--- src/break_trace_pkg.sv ---
package break_trace_pkg;

  // Register byte offsets
  localparam logic [7:0] OFS_CONTROL = 8'h00;
  localparam logic [7:0] OFS_COUNT = 8'h04;
  localparam logic [7:0] OFS_SRC_TRACE = 8'h08;
  localparam logic [7:0] OFS_DST_TRACE = 8'h0C;
  localparam logic [7:0] OFS_SPACE_ID = 8'h10;

  // Control register field positions
  localparam int unsigned BIT_ID_MASK_A = 21;
  localparam int unsigned BIT_FLAG_CPU_A = 15;
  localparam int unsigned BIT_FLAG_CPU_B = 14;
  localparam int unsigned BIT_FLAG_DMA_A = 13;
  localparam int unsigned BIT_FLAG_DMA_B = 12;
  localparam int unsigned BIT_TRACE_EN = 11;
  localparam int unsigned BIT_AFTER_A = 10;
  localparam int unsigned BIT_DATA_EN_B = 7;
  localparam int unsigned BIT_AFTER_B = 6;
  localparam int unsigned BIT_SEQ = 3;
  localparam int unsigned BIT_COUNT_EN = 0;

  // Writable control bits; all else reads 0
  localparam logic [31:0] CTRL_RW_MASK = 32'h0030_FCC9;
  // Match flags: cleared by writing 0
  localparam logic [31:0] CTRL_FLAG_MASK = 32'h0000_F000;
  localparam logic [31:0] CTRL_RESET = 32'h0000_0000;

  // Trace entry layout
  localparam int unsigned TRACE_VALID_BIT = 31;
  localparam int unsigned ADDR_W = 28;
  localparam int unsigned PTR_W = 3;

  // Count register
  localparam int unsigned COUNT_W = 12;
  localparam logic [11:0] COUNT_RESET = 12'h000;
  localparam logic [11:0] COUNT_LAST = 12'h001;

  // Odd decode pointer names buffer pointer plus two
  localparam logic [3:0] PTR_ODD_OFFSET = 4'h2;

  // AXI responses
  localparam logic [1:0] RESP_OKAY = 2'b00;
  localparam logic [1:0] RESP_SLVERR = 2'b10;

endpackage : break_trace_pkg

--- src/break_control_branch_trace.sv ---
`timescale 1ns/10ps
// How it works
// - Control bit 12 shows the channel B DMAC match; resets to 0.
// - Control bit 11 enables branch trace capture; reset disables it.
// - Bit 10 picks channel A fetch break before (0) or after (1).
// - Reserved control bits read 0; software writes 0 there.
// - Bit 7 adds the data comparison to channel B's condition.
// - Bit 6 picks channel B fetch break before (0) or after (1).
// - Bit 3 makes A then B sequential; 0 keeps channels independent.
// - Bit 0 enables the channel B execution-count break; reset masks it.
// - Count register holds 12 writable bits; upper bits read 0.
// - Power-on reset clears the count register to zero.
// - Each channel B match decrements a nonzero count while counting is on; in sequential mode only B after A counts.
// - Count break fires on a channel B match while count holds one.
// - Source entry holds last fetch address and 3-bit decode pointer.
// - Even pointer names the buffer; odd names pointer plus two.
// - Source valid bit sets on capture, clears when software reads it.
// - Resets clear both valid flags; trace data survives every reset.
// - Both traces are eight-entry queues shifting on every branch while bit 11 is set.
// - Destination entry holds first fetch after branch; 30..28 read 0.
// - Destination valid sets on capture, clears on read of it.
// - Eight-bit channel A space id register, never reset.
// - Id mask bit set skips the channel A space id comparison.
// - Match flags set by hardware, cleared by writing 0 or by power-on reset.
module break_control_branch_trace #(
  parameter int unsigned DEPTH = 8,
  parameter int unsigned AXI_ADDR_W = 8
) (
  input wire logic ref_clk_i,
  input wire logic rst_i,
  input wire logic manual_reset_i,
  // Qualified comparator hits from the bus watchers
  input wire logic cpu_match_a_i,
  input wire logic dmac_match_a_i,
  input wire logic cpu_match_b_i,
  input wire logic dmac_match_b_i,
  input wire logic data_match_b_i,
  input wire logic [7:0] address_space_id_i,
  input wire logic fetch_a_i,
  input wire logic fetch_b_i,
  input wire logic exec_done_i,
  // Branch capture from the core
  input wire logic branch_i,
  input wire logic [27:0] source_addr_i,
  input wire logic [2:0] decode_buffer_ptr_i,
  input wire logic [27:0] dest_addr_i,
  // Break requests out
  output logic break_req_o,
  output logic break_post_o,
  output logic break_chan_b_o,
  output logic [3:0] source_buffer_num_o,
  // AXI4-Lite slave
  input wire logic [AXI_ADDR_W-1:0] s_axi_awaddr,
  input wire logic s_axi_awvalid,
  output logic s_axi_awready,
  input wire logic [31:0] s_axi_wdata,
  input wire logic [3:0] s_axi_wstrb,
  input wire logic s_axi_wvalid,
  output logic s_axi_wready,
  output logic [1:0] s_axi_bresp,
  output logic s_axi_bvalid,
  input wire logic s_axi_bready,
  input wire logic [AXI_ADDR_W-1:0] s_axi_araddr,
  input wire logic s_axi_arvalid,
  output logic s_axi_arready,
  output logic [31:0] s_axi_rdata,
  output logic [1:0] s_axi_rresp,
  output logic s_axi_rvalid,
  input wire logic s_axi_rready
);

  typedef struct packed {
    logic [31:0] ctrl;
    logic [11:0] count;
    logic [7:0] space_id;
    logic [DEPTH-1:0] src_valid;
    logic [DEPTH-1:0][30:0] src_entry;
    logic [DEPTH-1:0] dst_valid;
    logic [DEPTH-1:0][27:0] dst_addr;
    logic seq_armed;
    logic pend_a;
    logic pend_b;
    logic awready;
    logic wready;
    logic bvalid;
    logic [1:0] bresp;
    logic arready;
    logic rvalid;
    logic [31:0] rdata;
    logic [1:0] rresp;
    logic brk_req;
    logic brk_post;
    logic brk_chan_b;
    logic [3:0] buf_num;
  } state_t;
  state_t q;
  state_t d;

  ////////////////////////////////////////////////////////////////////
  // Helpers
  // Word address compare, low two bits ignored
  function automatic logic hit(input logic [AXI_ADDR_W-1:0] a,
                               input logic [7:0] ofs);
    hit = (a[AXI_ADDR_W-1:2] == ofs[AXI_ADDR_W-1:2]);
  endfunction : hit

  // Byte lanes to a bit mask
  function automatic logic [31:0] lanes(input logic [3:0] s);
    logic [31:0] m;
    m = '0;
    for (int i = 0; i < 4; i++) begin
      m[i*8 +: 8] = {8{s[i]}};
    end
    lanes = m;
  endfunction : lanes

  // Pointer to instruction buffer number
  function automatic logic [3:0] buf_of(input logic [2:0] p);
    buf_of = p[0] ? {1'b0, p} + break_trace_pkg::PTR_ODD_OFFSET
                  : {1'b0, p};
  endfunction : buf_of

  ////////////////////////////////////////////////////////////////////
  // Decoded control bits and match conditions
  logic trace_en;
  logic after_a;
  logic after_b;
  logic data_en_b;
  logic seq_mode;
  logic count_en;
  logic id_ok_a;
  logic hit_cpu_a;
  logic hit_dma_a;
  logic hit_a;
  logic hit_cpu_b;
  logic hit_dma_b;
  logic hit_b;

  assign trace_en = q.ctrl[break_trace_pkg::BIT_TRACE_EN];
  assign after_a = q.ctrl[break_trace_pkg::BIT_AFTER_A];
  assign after_b = q.ctrl[break_trace_pkg::BIT_AFTER_B];
  assign data_en_b = q.ctrl[break_trace_pkg::BIT_DATA_EN_B];
  assign seq_mode = q.ctrl[break_trace_pkg::BIT_SEQ];
  assign count_en = q.ctrl[break_trace_pkg::BIT_COUNT_EN];

  // Channel A: space id check unless masked
  assign id_ok_a = q.ctrl[break_trace_pkg::BIT_ID_MASK_A] ||
                   (address_space_id_i == q.space_id);
  assign hit_cpu_a = cpu_match_a_i && id_ok_a;
  assign hit_dma_a = dmac_match_a_i && id_ok_a;
  assign hit_a = hit_cpu_a || hit_dma_a;

  // Channel B: data compare only when enabled
  assign hit_cpu_b = cpu_match_b_i && (!data_en_b || data_match_b_i);
  assign hit_dma_b = dmac_match_b_i && (!data_en_b || data_match_b_i);
  assign hit_b = hit_cpu_b || hit_dma_b;

  ////////////////////////////////////////////////////////////////////
  // Bus handshakes
  logic wr_go;
  logic rd_go;
  logic [31:0] wmask;
  logic rd_src;
  logic rd_dst;

  assign wr_go = q.awready && s_axi_awvalid && q.wready && s_axi_wvalid;
  assign rd_go = q.arready && s_axi_arvalid;
  assign wmask = lanes(s_axi_wstrb);
  assign rd_src = rd_go && hit(s_axi_araddr,
                               break_trace_pkg::OFS_SRC_TRACE);
  assign rd_dst = rd_go && hit(s_axi_araddr,
                               break_trace_pkg::OFS_DST_TRACE);

  ////////////////////////////////////////////////////////////////////
  // Next state
  always_comb begin
    logic b_ok;
    logic fire_a;
    logic fire_b;
    logic post;
    logic chan_b;
    logic [31:0] wv;
    b_ok = 1'b0;
    fire_a = 1'b0;
    fire_b = 1'b0;
    post = 1'b0;
    chan_b = 1'b0;
    wv = s_axi_wdata & wmask;
    d = q;
    d.brk_req = 1'b0;
    d.brk_post = 1'b0;
    d.brk_chan_b = 1'b0;

    // AXI write: ready offered once both channels wait
    d.awready = 1'b0;
    d.wready = 1'b0;
    if (!q.awready && !q.bvalid && s_axi_awvalid && s_axi_wvalid) begin
      d.awready = 1'b1;
      d.wready = 1'b1;
    end
    if (q.bvalid && s_axi_bready) begin
      d.bvalid = 1'b0;
    end
    if (wr_go) begin
      d.bvalid = 1'b1;
      d.bresp = break_trace_pkg::RESP_OKAY;
      if (hit(s_axi_awaddr, break_trace_pkg::OFS_CONTROL)) begin
        // Plain bits take the written value; flags only clear
        d.ctrl = (q.ctrl & ~(wmask & break_trace_pkg::CTRL_RW_MASK))
               | (wv & break_trace_pkg::CTRL_RW_MASK
                  & ~break_trace_pkg::CTRL_FLAG_MASK);
        d.ctrl = d.ctrl | (q.ctrl & break_trace_pkg::CTRL_FLAG_MASK
                 & (s_axi_wdata | ~wmask));
      end else if (hit(s_axi_awaddr, break_trace_pkg::OFS_COUNT)) begin
        d.count = (q.count & ~wmask[11:0]) | wv[11:0];
      end else if (hit(s_axi_awaddr,
                       break_trace_pkg::OFS_SPACE_ID)) begin
        d.space_id = (q.space_id & ~wmask[7:0]) | wv[7:0];
      end else if (hit(s_axi_awaddr, break_trace_pkg::OFS_SRC_TRACE) ||
                   hit(s_axi_awaddr, break_trace_pkg::OFS_DST_TRACE))
      begin
        d.bresp = break_trace_pkg::RESP_OKAY;
      end else begin
        d.bresp = break_trace_pkg::RESP_SLVERR;
      end
    end

    // AXI read: one request at a time
    d.arready = !q.arready && !q.rvalid && s_axi_arvalid;
    if (q.rvalid && s_axi_rready) begin
      d.rvalid = 1'b0;
    end
    if (rd_go) begin
      d.rvalid = 1'b1;
      d.rresp = break_trace_pkg::RESP_OKAY;
      d.rdata = '0;
      if (hit(s_axi_araddr, break_trace_pkg::OFS_CONTROL)) begin
        d.rdata = q.ctrl & break_trace_pkg::CTRL_RW_MASK;
      end else if (hit(s_axi_araddr, break_trace_pkg::OFS_COUNT)) begin
        d.rdata = {20'h0_0000, q.count};
      end else if (rd_src) begin
        d.rdata = {q.src_valid[0], q.src_entry[0]};
      end else if (rd_dst) begin
        d.rdata = {q.dst_valid[0], 3'h0, q.dst_addr[0]};
      end else if (hit(s_axi_araddr,
                       break_trace_pkg::OFS_SPACE_ID)) begin
        d.rdata = {24'h00_0000, q.space_id};
      end else begin
        d.rresp = break_trace_pkg::RESP_SLVERR;
      end
    end

    // Reading a queue pops its newest entry, so eight reads drain it
    if (rd_src) begin
      for (int i = 0; i < DEPTH - 1; i++) begin
        d.src_valid[i] = q.src_valid[i+1];
        d.src_entry[i] = q.src_entry[i+1];
      end
      d.src_valid[DEPTH-1] = 1'b0;
    end
    if (rd_dst) begin
      for (int i = 0; i < DEPTH - 1; i++) begin
        d.dst_valid[i] = q.dst_valid[i+1];
        d.dst_addr[i] = q.dst_addr[i+1];
      end
      d.dst_valid[DEPTH-1] = 1'b0;
    end

    // Branch capture wins over a pop; only the popped entry goes invalid
    if (branch_i && trace_en) begin
      for (int i = DEPTH - 1; i > 0; i--) begin
        d.src_valid[i] = q.src_valid[i-1] && !(rd_src && i == 1);
        d.src_entry[i] = q.src_entry[i-1];
        d.dst_valid[i] = q.dst_valid[i-1] && !(rd_dst && i == 1);
        d.dst_addr[i] = q.dst_addr[i-1];
      end
      d.src_valid[0] = 1'b1;
      d.src_entry[0] = {decode_buffer_ptr_i, source_addr_i};
      d.dst_valid[0] = 1'b1;
      d.dst_addr[0] = dest_addr_i;
    end
    d.buf_num = buf_of(d.src_entry[0][30:28]);

    // Match flags; a set in the same cycle beats a software clear
    if (hit_cpu_a) begin
      d.ctrl[break_trace_pkg::BIT_FLAG_CPU_A] = 1'b1;
    end
    if (hit_dma_a) begin
      d.ctrl[break_trace_pkg::BIT_FLAG_DMA_A] = 1'b1;
    end
    if (hit_cpu_b) begin
      d.ctrl[break_trace_pkg::BIT_FLAG_CPU_B] = 1'b1;
    end
    if (hit_dma_b) begin
      d.ctrl[break_trace_pkg::BIT_FLAG_DMA_B] = 1'b1;
    end

    // Sequential: B counts only after A, and not in A's cycle
    if (seq_mode) begin
      b_ok = q.seq_armed && hit_b && !hit_a;
      if (hit_a) begin
        d.seq_armed = 1'b1;
      end else if (b_ok) begin
        d.seq_armed = 1'b0;
      end
    end else begin
      b_ok = hit_b;
      fire_a = hit_a;
      d.seq_armed = 1'b0;
    end

    // Execution count: decrement per match, break on the last one
    if (count_en) begin
      if (b_ok) begin
        fire_b = (q.count == break_trace_pkg::COUNT_LAST);
        if (q.count != break_trace_pkg::COUNT_RESET) begin
          d.count = q.count - break_trace_pkg::COUNT_LAST;
        end
      end
    end else begin
      fire_b = b_ok;
    end

    // Fetch breaks wait for execution when the after bit is set
    if (fire_a && fetch_a_i && after_a) begin
      d.pend_a = 1'b1;
      fire_a = 1'b0;
    end
    if (fire_b && fetch_b_i && after_b) begin
      d.pend_b = 1'b1;
      fire_b = 1'b0;
    end
    if (exec_done_i && (q.pend_a || q.pend_b)) begin
      post = 1'b1;
      chan_b = q.pend_b && !q.pend_a;
      d.pend_a = 1'b0;
      d.pend_b = 1'b0;
    end

    // One request even when both channels hit together
    if (fire_a || fire_b || post) begin
      d.brk_req = 1'b1;
      d.brk_post = post && !(fire_a || fire_b);
      d.brk_chan_b = (fire_a || fire_b) ? !fire_a : chan_b;
    end

    // Manual reset clears only the trace valid flags
    if (manual_reset_i) begin
      d.src_valid = '0;
      d.dst_valid = '0;
    end

    // Power-on reset; trace data and space id are kept
    if (rst_i) begin
      d.ctrl = break_trace_pkg::CTRL_RESET;
      d.count = break_trace_pkg::COUNT_RESET;
      d.src_valid = '0;
      d.dst_valid = '0;
      d.seq_armed = 1'b0;
      d.pend_a = 1'b0;
      d.pend_b = 1'b0;
      d.awready = 1'b0;
      d.wready = 1'b0;
      d.bvalid = 1'b0;
      d.bresp = break_trace_pkg::RESP_OKAY;
      d.arready = 1'b0;
      d.rvalid = 1'b0;
      d.rdata = '0;
      d.rresp = break_trace_pkg::RESP_OKAY;
      d.brk_req = 1'b0;
      d.brk_post = 1'b0;
      d.brk_chan_b = 1'b0;
      d.buf_num = '0;
    end
  end

  ////////////////////////////////////////////////////////////////////
  // State register; reset is folded into the next-state logic
  always_ff @(posedge ref_clk_i) begin
    q <= d;
  end

  ////////////////////////////////////////////////////////////////////
  // Outputs, all straight from flops
  assign break_req_o = q.brk_req;
  assign break_post_o = q.brk_post;
  assign break_chan_b_o = q.brk_chan_b;
  assign source_buffer_num_o = q.buf_num;
  assign s_axi_awready = q.awready;
  assign s_axi_wready = q.wready;
  assign s_axi_bresp = q.bresp;
  assign s_axi_bvalid = q.bvalid;
  assign s_axi_arready = q.arready;
  assign s_axi_rdata = q.rdata;
  assign s_axi_rresp = q.rresp;
  assign s_axi_rvalid = q.rvalid;

endmodule : break_control_branch_trace

--- config.mk ---
export PLATFORM = sky130hd
export DESIGN_NAME = break_control_branch_trace
export DESIGN_NICKNAME = d
export VERILOG_FILES = /design/src/break_trace_pkg.sv /design/src/break_control_branch_trace.sv
export SDC_FILE = /design/constraint.sdc
export NUM_CORES = 1
export LEC_CHECK = 0
export BUFFER_PORTS_ARGS = -buffer_cell sky130_fd_sc_hd__buf_2
export CORE_MARGIN = 2
export CORE_UTILIZATION = 55
export CTS_BUF_LIST = sky130_fd_sc_hd__clkbuf_4
export DETAILED_ROUTE_END_ITERATION = 10
export PLACE_DENSITY_LB_ADDON = 0.2
export REMOVE_ABC_BUFFERS = 1
export SYNTH_ARGS = -nofsm -noshare
export SYNTH_HDL_FRONTEND = slang
export SYNTH_SLANG_ARGS = --single-unit
--- constraint.sdc ---
create_clock -name ref_clk_i -period 24 [get_ports ref_clk_i]
set_input_delay 4.8 -clock ref_clk_i [delete_from_list [all_inputs] [get_ports ref_clk_i]]
set_output_delay 4.8 -clock ref_clk_i [all_outputs]
set_load 0.02 [all_outputs]
## After elaboration in Yosys (flattened, before gate mapping)

Index checks and enable logic that the tools add are counted.

| storage, ports and cells | value |
|---|---|
| flip-flop bits (word level) | 591 |
| bits of input ports | 136 |
| output and inout bits | 48 |
| word-level logic and storage cells | 198 |

| operators by class | value |
|---|---|
| $add $sub $neg | 2 |
| eq/ne operators | 10 |
| muxes and demuxes | 50 |
| bitwise gates (word level) | 19 |
| reductions and logical operators | 75 |

Operators by type and width:

| kind | number |
|---|---|
| 488-bit 2-to-1 mux | 1 |
| 217-bit 2-to-1 mux | 1 |
| 196-bit 2-to-1 mux | 1 |
| 32-bit 2-to-1 mux | 4 |
| 32-bit OR | 2 |
| 12-bit 2-to-1 mux | 4 |
| 8-bit 2-to-1 mux | 5 |
| 36-bit 2-to-1 mux | 1 |
| 35-bit 2-to-1 mux | 1 |
| 16-bit by 32-bit AND with 32-bit output | 1 |
| 32-bit AND | 1 |
| 22-bit NOT with 32-bit output | 1 |
| 32-bit NOT | 1 |
| 32-bit by 22-bit OR with 32-bit output | 1 |
| 1-bit logical AND | 29 |
| 2-bit nonzero test | 13 |
| 6-bit by 2-bit == test with 1-bit output (second input constant) | 4 |
| 22-bit AND | 1 |
| 2-bit 2-to-1 mux | 10 |
| 20-bit 2-to-1 mux | 1 |
| 1-bit 2-to-1 mux | 17 |
| 16-bit 2-to-1 mux | 1 |
| 12-bit AND | 1 |
| 12-bit by 1-bit == test with 1-bit output (second input constant) | 1 |
| other kinds (19) | 53 |

## Depth between registers and ports, before layout

Gate-level depths: netlist of run 1.

| depth | value |
|---|---|
| depth in word-level cells | 16 |
| mapped depth | 10 |
| mapped depth without buffers | 8 |

## Worst setup path after synthesis of run 1

OpenSTA, ideal clock, no wires.

| timing | value |
|---|---|
| path kind | input port to flip-flop |
| from | in branch_i |
| to | reg q[283] (netlist bit) (enable) |
| data arrival time | 9.252 ns |
| required time | 22.317 ns |
| path slack | 13.065 ns |
| cell stages on the path | 5 |
| path buffers | 3 |
| path through | nand2_1 -> clkbuf_1 -> clkbuf_1 -> buf_1 -> nand2_1 |

| between the ends | value |
|---|---|
| word-level cells in the longest chain between the ends | 2 |

Ends and longest elaborated chain:

| what | RTL line | source |
|---|---|---|
| start, declared | break_control_branch_trace.sv:43 | `input wire logic branch_i,` |
| 1-bit logical AND | break_control_branch_trace.sv:270 | `if (branch_i && trace_en) begin` |
| 2-bit nonzero test (no line) | n/a |  |
| end signal, assigned | break_control_branch_trace.sv:380 | `q <= d;` |
| end, declared | break_control_branch_trace.sv:96 | `state_t q;` |

No other way between the ends.
A chain may end at the register's enable or synchronous reset.

## Final worst setup path of run 1

| timing | value |
|---|---|
| from | in branch_i |
| to | reg q[216] (netlist bit) (enable) |

Same word-level chain as after synthesis.

==> results.md, run 1 <==
- Leakage: 9.64 nW
- EDFF count, synth: 477
- Worst-Margin Slew: 1.17 ns
- Number of H-tree levels: 4
- Commonest non-fill, non-tap cell in the layout: nand2_1
- Register bit total from synthesis: 568
- Initial Utilization: 0.555
- Final max-slew violation count: 0
- R2R Path End: q[216]
- Post-synthesis adder-cell area fraction: 0.00205
- Synth warn: 0
- Cell variety after synth: 62
- CP Capture Type: flip-flop
- WHS: 0.436 ns
- Root buffer selected by CTS: clkbuf_4
- Vias per inst: 5.41
- Ys flop type: edfxtp_1
- CTS sink count: 568
- IO Pins: 184
- Yosys top cell area share: 0.586
- Max_cap viols: 0
- Via count: 17,500
- Grt ovf: 0
- Mean Syn Cell Area: 10.2 µm²
- CTS resizes: 0
- CP max FO: 93
- GRT Util Overall: 0.226
- TritonCTS clock tree: built
- Pwr dens: 70.9 nW/µm²
- Max incr delay on CP: 0.84 ns
- CP Capture Point: q[216]
- Simple-Gate Fraction of Synth Area: 0.203
- DRC viols: 0
- Worst rel slew slack: 0.220
- Final hold violation count: 0
- CP cell instances: buf_2 > nand2_4 > buf_4 > nand2_4 > buf_4 > buf_4
- DIE WIDTH: 215 µm
- Most used cell, CP: buf_4
- Async S/R FF share, synth: 0
- CP required: 24.46 ns
- Final GP Congestion: 0.822
- Critical path startpoint: branch_i
- Most frequent cells in the layout: nand2_1, edfxtp_1, o21ai_0
- Drt first pass iters: 8
- WL final: 52.3 mm
- Core area: 44,000 µm²
- Hold-fix buffers, CTS: 0
- Post-Syn Instances: 2,402
- Count of input and output buffers: 162
- Area Overhead vs Synth: 11.0%
- Worst skew pair latency: 0.85 ns
- Fin crit share: 0.332
- Nets: 2,671
- Largest family of logic cells by synthesized area: simple AND/OR/NAND/NOR gates
- Post-CTS Setup Bufs: 0
- Clock-pin slew on the worst setup and hold paths: 0.07 ns
- Fill count: 3,718
- R2R cell count: 5
- Total negative slack: 0 ns
- Max clock buf depth: 3
- Kind of critical path: primary input to flip-flop
- Share of cells above drive strength 1: 0.164
- Routed Antenna Nets: 0
- Max Clock Freq: 125 MHz
- Die area: 46,100 µm²
- Vias in the first global route: 17,000
- CTS Buf Count: 147
- Setup slack, reg-to-reg: 19.59 ns
- Avg WL per Cell: 16.2 µm
- DR iter-0 viols: 1,841
- Worst Hold Class: flip-flop to flip-flop
- Worst Path Arrival: 8.44 ns
- Final min period: 7.97 ns
- Critical-path top delay cell: buf_4
- # rows: 77
- Mapped cell area: 24,400 µm²
- Compound-Gate Fraction of Synth Area: 0.0865
- Clock Skew: 0.0222 ns
- Dominant cell type by area after synthesis: edfxtp_1
- Height of the die: 215 µm
- Sequential area share after synthesis: 0.661
- DP HPWL: 30.1 mm
- Setup violations, final: 0
- Setup crit start kind: primary input
- Largest net degree at the start of global routing: 247
- Worst vdd ir: 38.6 µV
- Synth Area in XOR/XNOR: 0.00502
- Fraction of synthesized area in multiplexers: 0.00338
- Synth area leaders: edfxtp_1, nand2_1, dfxtp_1
- RSZ-0062 raised after global routing: false
- Initial antenna violation count: 1
- Status: completed
- First-pass GRT wire length: 85.0 mm
==> registers in the layout, indices dropped and copies added (netlist names), named ones only <==
signal               cells
break_chan_b_o           1
s_axi_rdata             32
break_post_o             1
source_buffer_num_o      4
s_axi_awready            1
s_axi_bresp              1
q                      507
s_axi_arready            1
s_axi_rresp              1
break_req_o              1
s_axi_rvalid             1
s_axi_bvalid             1
==> layout make-up <==
| class | count | area [µm²] | area share |
|---|---|---|---|
| Multi-Input combinational cell | 1631 | 7370 | 0.272 |
| Antenna cell | 2 | 5.00 | 0.000185 |
| Inverter | 7 | 33.8 | 0.00125 |
| Sequential cell | 568 | 16100 | 0.595 |
| Clock inverter | 38 | 225 | 0.00830 |
| Tap cell | 592 | 741 | 0.0273 |
| Timing Repair Buffer | 176 | 953 | 0.0352 |
| Clock buffer | 220 | 1650 | 0.0609 |
==> per-stage QoR <==
step | total power, mW | instance area (µm²) | cells | setup slack [ns] | utilization
global placement | 1.11 | 25200 | 2974 | 15.14 | 0.573
global route | 2.00 | 27100 | 3233 | 15.67 | 0.616
finish | 1.92 | 27100 | 3234 | 16.03 | 0.616
CTS | 1.95 | 27100 | 3232 | 15.99 | 0.616
detailed placement | 1.11 | 25200 | 2974 | 15.03 | 0.573
floorplan | 1.09 | 23500 | 2206 | -4.63 | -
==> synth_stat cells (all sizes together) (4+ instances only) <==
cell and instances:
dfxtp 91, a31oi 14, nand2 1102, a21oi 43
nor4 6, nor3 5, o21ai 223, nand4 4
and2 7, ha 4, mux2i 6, xor2 5
buf 62, nand2b 6, o22ai 5, a222oi 16
a311oi 15, a21o 4, a221oi 12, a211oi 7
inv 7, xnor2 9, a22oi 9, clkbuf 135
nor4b 8, nand3 22, nor2b 7, edfxtp 477
nor2 59
==> power breakdown <==
| part | switching (mW) | internal, mW | total [mW] | leakage [nW] |
|---|---|---|---|---|
| sequential | 0.00100 | 1.06 | 1.06 | 4.76 |
| combinational | 0.0187 | 0.0115 | 0.0301 | 3.74 |
| clock | 0.387 | 0.450 | 0.837 | 1.14 |
| total | 0.406 | 1.52 | 1.92 | 9.64 |
==> cell families (layout without fill, tap and decap cells) <==
group / after synthesis / after routing
AND/OR/NAND/NOR: 1243 / 1243
flip-flops: 568 / 568
AO/OA/AOI/OAI: 360 / 360
buffers and inverters: 204 / 441
XOR/XNOR: 14 / 14
multiplexers: 8 / 8
adder cells (fa/ha/maj): 4 / 4
other: 1 / 4
==> how the worst min path moves through the flow <==
| stage | end | cells past startpoint | slack, ns | start |
|---|---|---|---|---|
| 4_1_cts | q[525] | 0 | 0.44 | q[494] |
| 2_1_floorplan | q[247] | 0 | 0.43 | q[219] |
| 6_report | q[525] | 0 | 0.44 | q[494] |
| 5_1_grt | q[528] | 0 | 0.45 | q[497] |
| 3_5_place_dp | q[505] | 0 | 0.43 | q[474] |
| 3_3_place_gp | q[256] | 0 | 0.43 | q[228] |
==> metal layers <==
layer,GRT usage,vias to the layer above,part of all wire
met5,0,-,0
met4,0.0928,0,0.021
met3,0.0454,81,0.064
met2,0.341,568,0.46
met1,0.324,8330,0.46
li1,-,8524,-
==> critical path, delay by kind of cell <==
family,cells,cell delay (ns)
AND/OR/NAND/NOR,2,1.08
buffers and inverters,4,2.38
Note: power is estimated with default switching activity, not from simulation.
==> inputs of run 2 (changes only) <==
==> constraint.sdc (replaced) <==
create_clock -name ref_clk_i -period 7.2 [get_ports ref_clk_i]
set_input_delay 1.44 -clock ref_clk_i [delete_from_list [all_inputs] [get_ports ref_clk_i]]
set_output_delay 1.44 -clock ref_clk_i [all_outputs]
set_load 0.02 [all_outputs]
==> results.md, run 2 (synthesis gave the netlist of run 1 again) <==
- Routed Antenna Nets: 0 (unchanged)
- RSZ-0062 raised after global routing: false
- Net Sw Power: 1.38 mW (+240%)
- Worst rel slew slack: 0.233 (+0.0128)
- Sequential share of power: 0.542 (-0.007)
- Pwr dens: 239 nW/µm² (+240%)
- Commonest non-fill, non-tap cell in the layout: nand2_1
- Sw Ratio: 0.212 (+0.000912)
- Max incr delay on CP: 0.87 ns (+0.03 ns)
- DR iter-0 viols: 1,724 (-6.4%)
- Max clock buf depth: 3 (unchanged)
- Clock Skew: 0.0323 ns (+0.0102 ns)
- Met2 WL: 24.2 mm (+1.5%)
- Reg with most FFs: q
- CTS sink count: 568 (unchanged)
- Hold-fix buffers, CTS: 0 (unchanged)
- Share of cells above drive strength 1: 0.170 (+0.00630)
- First-pass GRT wire length: 86.1 mm (+1.3%)
- # rows: 77 (unchanged)
- Final max-slew violation count: 0 (unchanged)
- Gate power share: 0.015 (about the same)
- Setup violations, final: 0 (unchanged)
- Top sig layer: met4
- GRT Util Overall: 0.231 (+0.00475)
- Worst-Margin Slew: 1.15 ns (-0.0222 ns)
- Worst vdd ir: 143 µV (+270%)
- Number of H-tree levels: 4 (unchanged)
- Total negative slack: 0 ns (unchanged)
- CTS resizes: 0 (unchanged)
- Clock share of power: 0.443 (+0.008)
- Post-CTS Setup Bufs: 0 (unchanged)
- Vias in the first global route: 17,200 (+1.1%)
- Grt ovf: 0 (unchanged)
- CP max FO: 83 (-11%)
- Metal-1 WL: 24.1 mm (+0.57%)
- Max reg flops: 507 (unchanged)
- Max_cap viols: 0 (unchanged)
- Final min period: 3.52 ns
- Core area: 44,000 µm² (unchanged)
- IO Pins: 184 (unchanged)
- Worst skew pair latency: 0.94 ns (+0.09 ns)
- DIE WIDTH: 215 µm (unchanged)
- DRC viols: 0 (unchanged)
- Largest net degree at the start of global routing: 227 (-8.1%)
- TritonCTS clock tree: built
- CTS Buf Count: 149 (+1.4%)
- Initial Utilization: 0.555 (unchanged)
- CP Capture Type: flip-flop
- Height of the die: 215 µm (unchanged)
- Drt first pass iters: 6 (-2)
- Most frequent cells in the layout: nand2_1, edfxtp_1, clkbuf_4
- Worst Hold Class: flip-flop to flip-flop
- Max Clock Freq: 284 MHz
- Nets: 2,676 (+0.19%)
- Die area: 46,100 µm² (unchanged)
- Initial antenna violation count: 1 (unchanged)
- Leakage: 9.71 nW (+0.68%)
- Count of input and output buffers: 162 (unchanged)
- Critical-path top delay cell: nand2_4
- Worst Path Arrival: 4.07 ns (-4.37 ns)
- Kind of critical path: primary input to flip-flop
- Pint: 5.12 mW (+240%)
- DP HPWL: 30.5 mm (+1.3%)
- Fin crit share: 0.489
- Root buffer selected by CTS: clkbuf_4
- Via count: 17,600 (+0.36%)
- CP cell instances: buf_2 > and2_1 > nand4b_1 > nand2_4 > buf_4
- Vias per inst: 5.42 (+0.14%)
- Setup crit start kind: primary input
- WL final: 53.0 mm (+1.3%)
- Clock-pin slew on the worst setup and hold paths: 0.06 ns (about the same)
- Area Overhead vs Synth: 11.5%
- Setup slack, reg-to-reg: 3.89 ns (-15.70 ns)
- CP required: 7.75 ns (-16.71 ns)
- Status: completed
- Final hold violation count: 0 (unchanged)
- WHS: 0.436 ns (-0.000206 ns)
- Avg WL per Cell: 16.4 µm (+1.1%)
- Met3 wire length: 3.65 mm (+9.8%)
- Final GP Congestion: 0.832 (+1.3%)
==> run 2: cell types whose count changed in the layout (fill, tap and decap cells not counted) <==
cell and delta:
clkbuf_4 +19, clkinv_1 -10, buf_12 +3, inv_2 -3, bufinv_16 -1, clkinv_2 -1, clkinvlp_4 +1, diode_2 -1
==> run 2: stage by stage <==
stage               power (mW)   util  setup WS [ns]  cell area, µm²  std cells
floorplan                 3.62      -         -18.07           23500       2206
global placement          3.69  0.575           2.84           25300       2977
detailed placement        3.69  0.575           2.77           25300       2977
CTS                       6.58  0.619           3.76           27200       3240
global route              6.76  0.619           3.52           27200       3241
finish                    6.50  0.619           3.68           27200       3241
==> run 2: power by group through the flow <==
stage	Clock (mW)	Combinational [mW]	Sequential (mW)
after floorplan	0	0.0245	3.60
after global placement	0	0.0985	3.59
after detailed placement	0	0.0994	3.59
after CTS	2.96	0.0999	3.52
after global routing	3.13	0.107	3.52
final	2.88	0.0996	3.52
==> run 2: per-layer routing <==
layer / vias up / global-route usage
met5: - / 0
met2: 552 / 0.350
met4: 0 / 0.0782
li1: 8531 / -
met3: 80 / 0.0712
met1: 8403 / 0.319
==> run 2: final cells by class <==
class,count,area (µm²)
Sequential cell,568,16100
Inverter,7,33.8
Timing Repair Buffer,179,1010
Antenna cell,1,2.50
Fill cell,3716,16800
Tap cell,592,741
Clock inverter,24,149
Clock buffer,239,1790
Multi-Input combinational cell,1631,7370
==> run 2: path summary, 6_finish.rpt <==
kind                 startpoint  depth (start not counted)     end
setup / recovery  s_axi_arvalid                          5  q[424]
hold / removal           q[498]                          0  q[529]
setup reg to reg  s_axi_arready                          4  q[424]
hold reg to reg          q[498]                          0  q[529]
==> run 2: critical path, delay by kind of cell <==
family / cells / cell delay, ns
buf+inv: 2 / 0.82
simple gates: 3 / 1.69
